File: src/tip_pkg.sv
// Shared constants and types for the timed I/O port tile block
package tip_pkg;
  localparam int NUM_PORTS = 5;          // Ports of 1, 4, 8, 16, 32 bits
  localparam int NUM_CLKBLK = 6;         // Clock blocks per tile
  localparam int PIN_W = 32;             // Physical pins of the tile
  localparam int CNT_W = 16;             // Port counter width
  localparam int DIV_W = 8;              // Clock block divider width
  localparam int SEL_W = 3;              // Port / clock block index width
  localparam int NSH_W = 6;              // Serdes word counter width
  // Port widths, narrowest first; order sets pin precedence
  localparam int PORT_WIDTH [NUM_PORTS] = '{1, 4, 8, 16, 32};
  // Pins covered by each port, all starting at pin 0
  localparam logic [PIN_W-1:0] PORT_MASK [NUM_PORTS] = '{
    32'h0000_0001, 32'h0000_000F, 32'h0000_00FF,
    32'h0000_FFFF, 32'hFFFF_FFFF};
  // Port clock ticks per 32-bit transfer word
  localparam logic [NSH_W-1:0] XFER_TICKS [NUM_PORTS] = '{
    6'h20, 6'h08, 6'h04, 6'h02, 6'h01};
  // Pins handed to the inter-chip link when it is enabled
  localparam logic [PIN_W-1:0] LINK_PIN_MASK = 32'h0000_F000;
  // Reference clock and system clock rates
  localparam int SYS_CLK_MHZ = 100;
  localparam int REF_CLK_MHZ = 100;
  localparam int REF_DIV_CYCLES = SYS_CLK_MHZ / REF_CLK_MHZ;
  // Clock block every port uses after reset
  localparam logic [SEL_W-1:0] RST_CLKSEL = 3'h0;
  localparam logic [SEL_W-1:0] REF_CLKBLK = 3'h0;
  // Port configuration word fields
  localparam int CFG_EN_BIT = 0;
  localparam int CFG_OUT_BIT = 1;
  localparam int CFG_OC_BIT = 2;
  localparam int CFG_STB_BIT = 3;
  localparam int CFG_CLK_LSB = 4;
  localparam int CFG_COND_LSB = 7;
  // Clock block configuration word fields
  localparam int CLKCFG_DIV_LSB = 0;
  localparam int CLKCFG_EXT_BIT = 8;
  // Core access commands
  typedef enum logic [3:0] {
    CMD_NOP = 4'h0, CMD_CFG = 4'h1, CMD_OUT = 4'h2, CMD_IN = 4'h3,
    CMD_SETT = 4'h4, CMD_SETC = 4'h5, CMD_GETC = 4'h6,
    CMD_GETTS = 4'h7, CMD_CLK = 4'h8
  } tip_cmd_type;
  // Input pin conditions
  typedef enum logic [1:0] {
    COND_NONE = 2'b00, COND_EQ = 2'b01, COND_NEQ = 2'b10
  } tip_cond_type;
  // Serdes activity of a port
  typedef enum logic [0:0] {
    SD_IDLE = 1'b0, SD_SHIFT = 1'b1
  } tip_sd_type;
endpackage : tip_pkg
File: src/tip_clk_if.sv
// Link between the tile core logic and one clock block
interface tip_clk_if;
  import tip_pkg::*;
  logic [DIV_W-1:0] div;   // Divide by div+1
  logic ext;               // Source is the 1-bit port pin
  logic src_pin;           // Level of the 1-bit port pin
  logic tick;              // One-cycle pulse per clock block edge
  modport blk (input div, input ext, input src_pin, output tick);
  modport ctl (output div, output ext, output src_pin, input tick);
endinterface : tip_clk_if

File: src/tip_clkblk.sv
// One programmable clock block producing port clock ticks
module tip_clkblk #(
  parameter bit IS_REF = 1'b0
) (
  input wire logic i_clk,
  input wire logic i_rst_n,
  tip_clk_if.blk cb
);
  import tip_pkg::*;

  // Block state
  typedef struct packed {
    logic [DIV_W-1:0] cnt;   // Divider count
    logic prev;              // Last pin level for edge detect
    logic tick;              // Registered tick
  } tip_cb_st_type;

  tip_cb_st_type q, d;

  // Next state: divide either the system clock or pin rising edges
  always_comb begin
    logic edge_seen;
    edge_seen = 1'b0;
    d = q;
    d.prev = cb.src_pin;
    d.tick = 1'b0;
    if (IS_REF) begin
      // Reference block ticks at the full reference rate
      d.tick = (REF_DIV_CYCLES == 1) || (q.cnt == '0);
    end else begin
      // External pin edges or system clock as source
      edge_seen = cb.ext ? (cb.src_pin && !q.prev) : 1'b1;
      if (edge_seen) begin
        if (q.cnt >= cb.div) begin
          d.cnt = '0;
          d.tick = 1'b1;
        end else begin
          d.cnt = q.cnt + 1'b1;
        end
      end
    end
  end

  // State register, synchronous reset
  always_ff @(posedge i_clk) begin
    if (!i_rst_n) begin
      q <= '0;
    end else begin
      q <= d;
    end
  end

  assign cb.tick = q.tick;
endmodule : tip_clkblk

File: src/tip_io_top.sv
// Timed I/O ports of one tile with their clock blocks
//
// Contract
// - Ports of 1, 4, 8, 16, 32 bits
// - All pins of a port share direction
// - Drive pins or sample, optionally on condition
// - Each port access completes in one cycle
// - Open collector: low for zero, float one
// - Serdes plus transfer register between pins, core
// - 16-bit counter schedules each transfer
// - Counter readable; timed transfers wait for it
// - Counter captured as timestamp per transfer
// - Enabled link disables ports on its pins
// - Narrower enabled port beats wider on pins
// - Unshared pins stay with the wider port
// - Ports always transfer at nominal width
// - Six clock blocks; block 0 is reference
// - Other clock blocks run at own rate
// - Clock block may divide 1-bit port pin
// - Strobe in accepted, strobe out generated
// - After reset all ports use block 0
// - Port activity raises event to core
module tip_io_top (
  input wire logic i_clk,
  input wire logic i_rst_n,
  input wire logic i_req,
  input wire logic [tip_pkg::SEL_W-1:0] i_sel,
  input wire tip_pkg::tip_cmd_type i_cmd,
  input wire logic [tip_pkg::PIN_W-1:0] i_wdata,
  input wire logic i_link_en,
  input wire logic [tip_pkg::PIN_W-1:0] i_pin,
  input wire logic [tip_pkg::NUM_PORTS-1:0] i_strobe_in,
  output logic o_done,
  output logic o_ok,
  output logic [tip_pkg::PIN_W-1:0] o_rdata,
  output logic [tip_pkg::NUM_PORTS-1:0] o_event,
  output logic [tip_pkg::NUM_PORTS-1:0] o_strobe_out,
  output logic [tip_pkg::PIN_W-1:0] o_pin,
  output logic [tip_pkg::PIN_W-1:0] o_pin_oe
);
  import tip_pkg::*;

  localparam int NP = NUM_PORTS;
  localparam int NCB = NUM_CLKBLK;

  // Whole state of the tile ports
  typedef struct packed {
    logic [NP-1:0] en;                  // Port enabled
    logic [NP-1:0] dout;                // Port is an output
    logic [NP-1:0] oc;                  // Open collector drive
    logic [NP-1:0] stb;                 // Strobe handshake in use
    logic [NP-1:0] timed;               // Transfer waits for count
    logic [NP-1:0] full;                // Transfer register holds data
    logic [NP-1:0] ev;                  // Event pulse to the core
    logic [NP-1:0] sbo;                 // Strobe out pulse
    logic [NP-1:0] sd;                  // Serdes state, tip_sd_type
    logic [NP-1:0][SEL_W-1:0] csel;     // Clock block feeding the port
    logic [NP-1:0][1:0] cond;           // Pin condition, tip_cond_type
    logic [NP-1:0][CNT_W-1:0] cnt;      // Port counter
    logic [NP-1:0][CNT_W-1:0] tm;       // Count a timed transfer waits for
    logic [NP-1:0][CNT_W-1:0] ts;       // Timestamp of last transfer
    logic [NP-1:0][PIN_W-1:0] xfer;     // Transfer register
    logic [NP-1:0][PIN_W-1:0] sh;       // Serdes shift register
    logic [NP-1:0][PIN_W-1:0] cdat;     // Condition compare value
    logic [NP-1:0][PIN_W-1:0] pout;     // Value held on output pins
    logic [NP-1:0][NSH_W-1:0] nsh;      // Words left or gathered
    logic [NCB-1:0][DIV_W-1:0] div;     // Clock block dividers
    logic [NCB-1:0] ext;                // Clock block pin source
    logic [PIN_W-1:0] rdata;            // Answer data
    logic done;                         // Answer strobe
    logic ok;                           // Answer success
  } tip_top_st_type;

  tip_top_st_type q, d;
  logic [NCB-1:0] blk_tick;             // Tick of each clock block

  // Clock blocks; block 0 is fixed to the reference clock
  tip_clk_if cb_if [NCB] ();
  genvar g;
  generate
    for (g = 0; g < NCB; g++) begin : g_cb
      // Configuration reaches the block through its interface
      assign cb_if[g].div = q.div[g];
      assign cb_if[g].ext = q.ext[g];
      // The 1-bit port pin is the external clock source
      assign cb_if[g].src_pin = i_pin[0];
      assign blk_tick[g] = cb_if[g].tick;
      tip_clkblk #(
        .IS_REF(g == REF_CLKBLK)
      ) u_cb (
        .i_clk(i_clk),
        .i_rst_n(i_rst_n),
        .cb(cb_if[g])
      );
    end
  endgenerate

  // Next state: core commands first, then port hardware
  always_comb begin
    logic tk;                           // Port clock tick this cycle
    logic cond_ok;                      // Pin condition satisfied
    logic time_ok;                      // Timed wait satisfied
    logic stb_ok;                       // Strobe in present if needed
    logic [PIN_W-1:0] src;              // Word being shifted out
    logic [PIN_W-1:0] shin;             // Shift register after input
    logic [NSH_W-1:0] left;             // Words left to shift out
    logic [NSH_W-1:0] got;              // Words gathered so far
    logic [PIN_W-1:0] pinv;             // Pins seen by the port
    logic sett_hit;                     // Timed wait armed this cycle
    tk = 1'b0;
    cond_ok = 1'b0;
    time_ok = 1'b0;
    stb_ok = 1'b0;
    src = '0;
    shin = '0;
    left = '0;
    got = '0;
    pinv = '0;
    sett_hit = 1'b0;
    d = q;
    d.done = 1'b0;
    d.ok = 1'b0;
    d.ev = '0;
    d.sbo = '0;

    // One access per cycle, answered at the next edge
    if (i_req) begin
      d.done = 1'b1;
      if (i_cmd == CMD_CLK) begin
        // Clock block rate and source; block 0 stays fixed
        if (i_sel < NCB && i_sel != REF_CLKBLK) begin
          d.div[i_sel] = i_wdata[CLKCFG_DIV_LSB +: DIV_W];
          d.ext[i_sel] = i_wdata[CLKCFG_EXT_BIT];
          d.ok = 1'b1;
        end
      end else if (i_sel < NP) begin
        case (i_cmd)
          CMD_CFG: begin
            // Direction is one bit for the whole port
            d.en[i_sel] = i_wdata[CFG_EN_BIT];
            d.dout[i_sel] = i_wdata[CFG_OUT_BIT];
            d.oc[i_sel] = i_wdata[CFG_OC_BIT];
            d.stb[i_sel] = i_wdata[CFG_STB_BIT];
            d.cond[i_sel] = i_wdata[CFG_COND_LSB +: 2];
            // Out of range block numbers fall back to block 0
            if (i_wdata[CFG_CLK_LSB +: SEL_W] < NCB) begin
              d.csel[i_sel] = i_wdata[CFG_CLK_LSB +: SEL_W];
            end else begin
              d.csel[i_sel] = RST_CLKSEL;
            end
            // Reconfiguring drops half-moved data unless the port moves it on in the same cycle
            d.full[i_sel] = 1'b0;
            d.timed[i_sel] = 1'b0;
            d.nsh[i_sel] = '0;
            d.sd[i_sel] = SD_IDLE;
            d.ok = 1'b1;
          end
          CMD_OUT: begin
            // Core fills the transfer register when it is empty
            if (q.en[i_sel] && q.dout[i_sel] && !q.full[i_sel]) begin
              d.xfer[i_sel] = i_wdata;
              d.full[i_sel] = 1'b1;
              d.ok = 1'b1;
            end
          end
          CMD_IN: begin
            // Core empties the transfer register when it is full
            if (q.en[i_sel] && !q.dout[i_sel] && q.full[i_sel]) begin
              d.rdata = q.xfer[i_sel];
              d.full[i_sel] = 1'b0;
              d.ok = 1'b1;
            end
          end
          CMD_SETT: begin
            // Hold the next transfer until this count
            d.tm[i_sel] = i_wdata[CNT_W-1:0];
            d.timed[i_sel] = 1'b1;
            d.ok = 1'b1;
          end
          CMD_SETC: begin
            d.cdat[i_sel] = i_wdata;
            d.ok = 1'b1;
          end
          CMD_GETC: begin
            // Counter is readable at any time
            d.rdata = {{(PIN_W-CNT_W){1'b0}}, q.cnt[i_sel]};
            d.ok = 1'b1;
          end
          CMD_GETTS: begin
            d.rdata = {{(PIN_W-CNT_W){1'b0}}, q.ts[i_sel]};
            d.ok = 1'b1;
          end
          default: begin
            d.ok = 1'b0;
          end
        endcase
      end
    end

    // Port hardware, one pass per port
    for (int p = 0; p < NP; p++) begin
      tk = blk_tick[q.csel[p]];
      pinv = i_pin & PORT_MASK[p];
      time_ok = !q.timed[p] || (q.cnt[p] == q.tm[p]);
      stb_ok = !q.stb[p] || i_strobe_in[p];
      case (tip_cond_type'(q.cond[p]))
        COND_EQ: cond_ok = (pinv == (q.cdat[p] & PORT_MASK[p]));
        COND_NEQ: cond_ok = (pinv != (q.cdat[p] & PORT_MASK[p]));
        default: cond_ok = 1'b1;
      endcase
      left = q.nsh[p];
      src = q.sh[p];
      // A timed wait armed in the same cycle as a transfer is kept
      // for the next transfer: the arming beats the clear
      sett_hit = i_req && (i_cmd == CMD_SETT) && (i_sel == SEL_W'(p));

      // Counter steps on each tick of the chosen block
      if (tk) begin
        d.cnt[p] = q.cnt[p] + 1'b1;
      end

      if (q.en[p] && q.dout[p] && tk) begin
        // Output: start a word when due, else keep shifting
        if (q.sd[p] == SD_IDLE && q.full[p] && time_ok) begin
          src = q.xfer[p];
          left = XFER_TICKS[p];
          d.full[p] = 1'b0;
          if (!sett_hit) begin
            d.timed[p] = 1'b0;
          end
          d.ts[p] = q.cnt[p];
          d.ev[p] = 1'b1;
        end
        if (left != '0) begin
          // Full word leaves in nominal-width slices
          d.pout[p] = src & PORT_MASK[p];
          d.sh[p] = src >> PORT_WIDTH[p];
          d.nsh[p] = left - 1'b1;
          d.sd[p] = (left == 1) ? SD_IDLE : SD_SHIFT;
          d.sbo[p] = q.stb[p];
        end
      end else if (q.en[p] && !q.dout[p] && tk) begin
        // Input: sample when strobe, condition and time agree
        if (stb_ok && cond_ok && time_ok) begin
          shin = (q.sh[p] >> PORT_WIDTH[p])
               | (pinv << (PIN_W - PORT_WIDTH[p]));
          got = q.nsh[p] + 1'b1;
          d.sh[p] = shin;
          if (!sett_hit) begin
            d.timed[p] = 1'b0;
          end
          // A met condition fires once, then sampling is free
          d.cond[p] = COND_NONE;
          if (q.cond[p] != COND_NONE) begin
            d.ev[p] = 1'b1;
          end
          if (got == XFER_TICKS[p]) begin
            // Word complete: hand to transfer register
            d.xfer[p] = shin;
            d.full[p] = 1'b1;             // Set wins over a read
            d.ts[p] = q.cnt[p];
            d.ev[p] = 1'b1;
            d.nsh[p] = '0;
            d.sd[p] = SD_IDLE;
          end else begin
            d.nsh[p] = got;
            d.sd[p] = SD_SHIFT;
          end
        end
      end
    end
  end

  // Synchronous reset clears every field, the block selects included
  // State register; reset puts every port on block 0
  always_ff @(posedge i_clk) begin
    if (!i_rst_n) begin
      q <= '0;
    end else begin
      q <= d;
    end
  end

  // Pin drive is combinational from registered state and i_link_en, so the link
  // takes its pins back in the very cycle it is enabled
  // Pins shared by width precedence and the link
  tip_pinmux u_mux (
    .i_en(q.en),
    .i_dout(q.dout),
    .i_oc(q.oc),
    .i_link_en(i_link_en),
    .i_val(q.pout),
    .o_pin(o_pin),
    .o_pin_oe(o_pin_oe)
  );

  // Registered answers and pulses
  assign o_done = q.done;
  assign o_ok = q.ok;
  assign o_rdata = q.rdata;
  assign o_event = q.ev;
  assign o_strobe_out = q.sbo;
endmodule : tip_io_top

File: src/tip_pinmux.sv
// Pin sharing between ports of different widths and the link
module tip_pinmux (
  input wire logic [tip_pkg::NUM_PORTS-1:0] i_en,
  input wire logic [tip_pkg::NUM_PORTS-1:0] i_dout,
  input wire logic [tip_pkg::NUM_PORTS-1:0] i_oc,
  input wire logic i_link_en,
  input wire logic [tip_pkg::NUM_PORTS-1:0][tip_pkg::PIN_W-1:0] i_val,
  output logic [tip_pkg::PIN_W-1:0] o_pin,
  output logic [tip_pkg::PIN_W-1:0] o_pin_oe
);
  import tip_pkg::*;

  // Each pin goes to the narrowest enabled port that covers it
  always_comb begin
    logic taken;
    taken = 1'b0;
    o_pin = '0;
    o_pin_oe = '0;
    for (int b = 0; b < PIN_W; b++) begin
      // Link pins are lost to every port while the link runs
      taken = i_link_en && LINK_PIN_MASK[b];
      for (int p = 0; p < NUM_PORTS; p++) begin
        // Narrow first, so a narrower port wins the pin
        // Uncovered pins fall through to wider ports
        if (!taken && i_en[p] && PORT_MASK[p][b]) begin
          taken = 1'b1;
          if (i_dout[p]) begin
            // Whole port drives one way; inputs never drive
            if (i_oc[p]) begin
              // Pull low for zero, float for one
              o_pin[b] = 1'b0;
              o_pin_oe[b] = !i_val[p][b];
            end else begin
              o_pin[b] = i_val[p][b];
              o_pin_oe[b] = 1'b1;
            end
          end
        end
      end
    end
  end
endmodule : tip_pinmux

File: config.mk
export PLATFORM = sky130hd
export DESIGN_NAME = tip_io_top
export DESIGN_NICKNAME = d
export VERILOG_FILES = /design/src/tip_pkg.sv /design/src/tip_clk_if.sv /design/src/tip_clkblk.sv /design/src/tip_io_top.sv /design/src/tip_pinmux.sv
export SDC_FILE = /design/constraint.sdc
export NUM_CORES = 2
export LEC_CHECK = 0
export ABC_AREA = 1
export BUFFER_PORTS_ARGS = -buffer_cell sky130_fd_sc_hd__buf_4
export CAP_MARGIN = 20
export CORE_MARGIN = 5
export CORE_UTILIZATION = 55
export DETAILED_ROUTE_END_ITERATION = 10
export PLACE_DENSITY = 0.72
export SLEW_MARGIN = 20
export SYNTH_ARGS = -nofsm -noshare
export SYNTH_HDL_FRONTEND = slang
export SYNTH_SLANG_ARGS = --single-unit
File: constraint.sdc
create_clock -name i_clk -period 3.25 [get_ports i_clk]
set_input_delay 0.65 -clock i_clk [delete_from_list [all_inputs] [get_ports i_clk]]
set_output_delay 0.65 -clock i_clk [all_outputs]
set_load 0.02 [all_outputs]
Yosys cells after proc, flatten, opt, wreduce, memory -nomap -nowiden:

Cells that the tools add are included.
Widths: inputs -> output; s select.

* output and inout bits: 108
* flip-flop bits (word level): 1016
* logic and storage cells: 1132

* equality and inequality tests: 58
* add/sub/neg operators: 20
* muxes and demuxes: 708
* bitwise gates (word level): 20
* magnitude comparators: 15
* reductions and logical operators: 226

Operators by type and width (count)
* $mux 32: 50
* $mux 160: 5
* $mux 1: 512
* $mux 16: 28
* $bwmux 160: 2
* $mux 6: 36
* $mux 30: 7
* $mux 118: 1
* $mux 54: 2
* $bmux 16 s3: 2
* $bmux 32 s3: 1
* $demux 32 s3: 1
* $eq 16x16->1: 6
* $pmux 32 s3: 1
* $logic_not 1->1: 91
* $add 16x1->16 const B: 5
* $bwmux 80: 1
* $logic_and 1x1->1: 65
* $bwmux 48: 1
* $demux 16 s3: 1
* $mux 8: 6
* $add 8x1->8 const B: 5
* $ge 8x8->1: 5
* $reduce_bool 2->1: 20
* other kinds (70): 193

Logic depth before layout (Yosys ltp):

* word-level depth: 15
* depth in mapped cells: 20
* mapped depth without buffers: 20

Hierarchy:

From an unflattened synthesis, not the netlist that was laid out.

* cells, all modules: 7004
* area total of the unflattened synthesis: 46982.6 um^2

Modules (own cells, without submodules)
* tip_io_top: area an instance 42334.4 um^2, cells each 6249, seq. area each 17416.7 um^2, instances 1
* tip_clkblk at g_cb[1].u_cb ...: area an instance 665.6 um^2, cells each 93, seq. area each 200.2 um^2, instances 5
* tip_pinmux: area an instance 1300.0 um^2, cells each 289, seq. area each 0.0 um^2, instances 1
* tip_clkblk at g_cb[0].u_cb: area an instance 20.0 um^2, cells each 1, seq. area each 20.0 um^2, instances 1

Worst setup path after synthesis:

OpenSTA, ideal clock, no wires.

* path type: reg-to-output
* from: register q[1067] (netlist name)
* to: output port o_pin[1] (netlist name)
* setup slack: 0.614 ns
* arrival time: 1.986 ns
* stages on the path, launching flop included: 9
* path through: dfxtp_1 > nand2_1 > nor2_1 > inv_1 > nor2_1 > inv_1 > nor2_1 > nand2_1 > o21ai_0

* cells in the longest elaborated chain, start to end: 2

RTL lines
* start, declared: line tip_io_top.sv:74 `tip_top_st_type q, d;`
* start signal, assigned: line tip_io_top.sv:278 `q <= '0;`
* start signal, assigned: line tip_io_top.sv:280 `q <= d;`
* $logic_and 1x1->1: line tip_pinmux.sv:25 `if (!taken && i_en[p] && PORT_MASK[p][b]) begin`
* $mux 1: line tip_pinmux.sv:25
* end, declared: line tip_io_top.sv:38 `output logic [tip_pkg::PIN_W-1:0] o_pin,`

Every way passes these cells.

Final worst setup path:

* from: register q[1067] (netlist name)
* to: output port o_pin[0] (netlist name)

Same word-level chain as after synthesis.

==> metrics.txt <==
vias post-DR=48,200; maximum vdd drop=521 uV; TritonRoute pass-1 iters=8; crit path from=q[1067]; dpl cells=8,058; Crit Path Max Fanout=9; Vias/cell=5.85; # setup viols final=0; maxcap violations=0; busiest grt layer=met1; met3 GRT Util=10.2%; Mapped Cells=roughly 6,900; CTS tree=built; Hold/Removal Path Class=primary input to flip-flop; Fin. Hold Viols=0; clock tree sinks=908; Worst slew margin=38.7%; Total GRT Usage=36.1%; Post-synth ARST share=0%; number of routed nets with antenna violations=0; post-detail-place hpwl=123 mm; met2 Track Usage GR=between 50% and 60%; synthesized area=46,500 sq um; clk slew on worst S/H paths=about 60 ps; syn nets=7,114; Hold Crit Start=i_pin[21]; port bufs=187; GR Layer Usage met1=roughly 52%; largest net degree at the start of global routing=~120; worst endpoint data arrival time=2550 ps; DIE AREA=90,400 sq um; Critical Path Sink Type=output pin; wire per inst=20.8 um; initial antenna violation count=6; Iter 0 DRT Violations=6,640; Initial Utilization=between 50% and 60%; first-pass GRT wire length=255 mm; Final Util=a little under two thirds; Worst-Margin Slew=919 ps; fin cells=8,242; sequential-to-total area share from yosys stat=approximately two fifths; vias in the first global route=42,500; fin nets=7,192; Clk Latency, worst-skew pair=between 600 and 700 ps; Pins Over Slew Limit=0; fillers=just under 8,000; Reg2Reg Launch Point=q[995]; grt ovf=0; post-synthesis register bit count=908; chip height=301 um; Synth area leader=dfxtp_1; DRC Markers=0; Final GP Congestion=1.07; die width=301 um; ys flop type=dfxtp_1; core area=~84,000 sq um; largest cells by area after synthesis=dfxtp_1 39%, nand2_1 12%, o21ai_0 8.5%; Post-synth EDFFs=0; post-synthesis cell type count=52; clk_skew=35.4 ps; Worst Setup Start Kind=flip-flop; status=complete, no violations; Num CTS Buffers=97; final period utilization=just under 100%; Final min period=3200 ps; share of the synthesized area in the top cell type=39.1%; Site Rows=106; Static Leak=22.2 nW; worst endpoint required time=2600 ps; setup TNS=0 ps; mean post-synth cell area=roughly 6.7 sq um; critical path class=flip-flop to output pin; layout cells sized above 1=9.81%; H-tree levels=3; final WL=172 mm; Max Clk Rate=0.313 GHz; Pwr Density=452 nW/um^2; YS warnings=0; clock root buffer=clkbuf_16; Longest Clk Path Bufs=3; Ports=188; area grow syn2layout=14.2%
==> final timing paths <==
kind         slack, ps  cells past startpoint              end
min reg2reg        460                      2  o_strobe_out[2]
max                 50                      9         o_pin[0]
max reg2reg        280                     17           q[250]
min                270                      3           q[587]
==> layer usage <==
metal,routed length [um],part of all wire [%]
met3,22900,13
met1,71400,42
met5,29,0.017
met2,69600,41
met4,7770,4.5
==> kinds of logic (layout without fill, tap and decap cells) <==
family	Yosys count	in the layout	share of synthesized area (%)
simple gates	2914	2914	26.2
compound gates	1771	1771	20.3
buf+inv	1164	1320	10.1
flops	908	908	39.1
xor+xnor	102	102	1.92
fa+ha+maj	87	87	2.34
mux	1	1	0.0242
other cells	0	5	0
==> power by group <==
group          internal, mW  switching, mW  leakage [nW]  total (mW)
Clock                  6.74           4.81          1.62        11.5
Combinational         0.291          0.924          13.3        1.21
Sequential             11.2         0.0364          7.32        11.2
==> critical path: stages (launching register included) <==
cell     delay [ps]
dfxtp_2         410
nand2_1         170
nor2_4          200
inv_1           150
nor2_1          150
buf_4           180
nand2_1         120
a21oi_1         200
a41oi_2          70
buf_4           220
==> flip-flops by register name, indices dropped and copies added, names as in the netlist <==
register / cells
g_cb.u_cb.q: 41
o_event: 5
q: 772
g_cb.u_cb.cb.tick: 6
o_done: 1
o_ok: 1
cb_if.ext: 5
cb_if.div: 40
o_strobe_out: 5
o_rdata: 32
==> cell type report <==
class                   count  area, sq um  share of cell area, %
repair inverters            1         7.51                 0.0141
repair buffers            430         3770                   7.11
inverters                 712         2680                   5.06
multi-input cells        4875        23700                   44.7
clock inverters            30          385                  0.726
well taps                1134         1420                   2.67
diodes                      5         12.5                 0.0236
flip-flops and latches    908        18200                   34.3
clock buffers             147         2910                   5.48
==> cell usage after synthesis, types with 66 or more instances <==
cell / n
inv_1: 666
o22ai_1: 66
a21oi_1: 655
dfxtp_1: 908
nor3_1: 89
nand3b_1: 95
nor2_1: 763
buf_2: 85
nand3_1: 326
o21ai_1: 80
xor2_1: 75
ha_1: 87
o21ai_0: 789
clkbuf_1: 288
nand2_1: 1514
==> cell usage in the layout (no fill, tap or decap), types with 75 or more instances in the layout <==
master        n
a21oi_1     655
buf_4       386
clkbuf_16    99
dfxtp_1     904
ha_1         87
inv_1       663
nand2_1    1511
nand3_1     323
nand3b_1     95
nor2_1      753
nor3_1       89
o21ai_0     789
o21ai_1      80
xor2_1       75
==> what timing repair did <==
action,4_1_cts,5_1_grt
setup buffers,0,1
gates cloned,0,1
pin swaps,0,1
setup endpoints to repair,21,71
gates resized for setup,5,13
hold buffers,0,0
==> per-stage QoR <==
step	hold WS, ps	power, mW	instance area (sq um)	setup WS, ps
floorplan	427	12.0	46500	614
detailed placement	451	12.6	49700	245
global placement	450	12.6	49700	231
CTS	244	24.0	53000	7.34
global route	268	24.5	53100	-11.2
finish	269	24.0	53100	51.3
No activity file was read; power rests on OpenSTA's default activity.
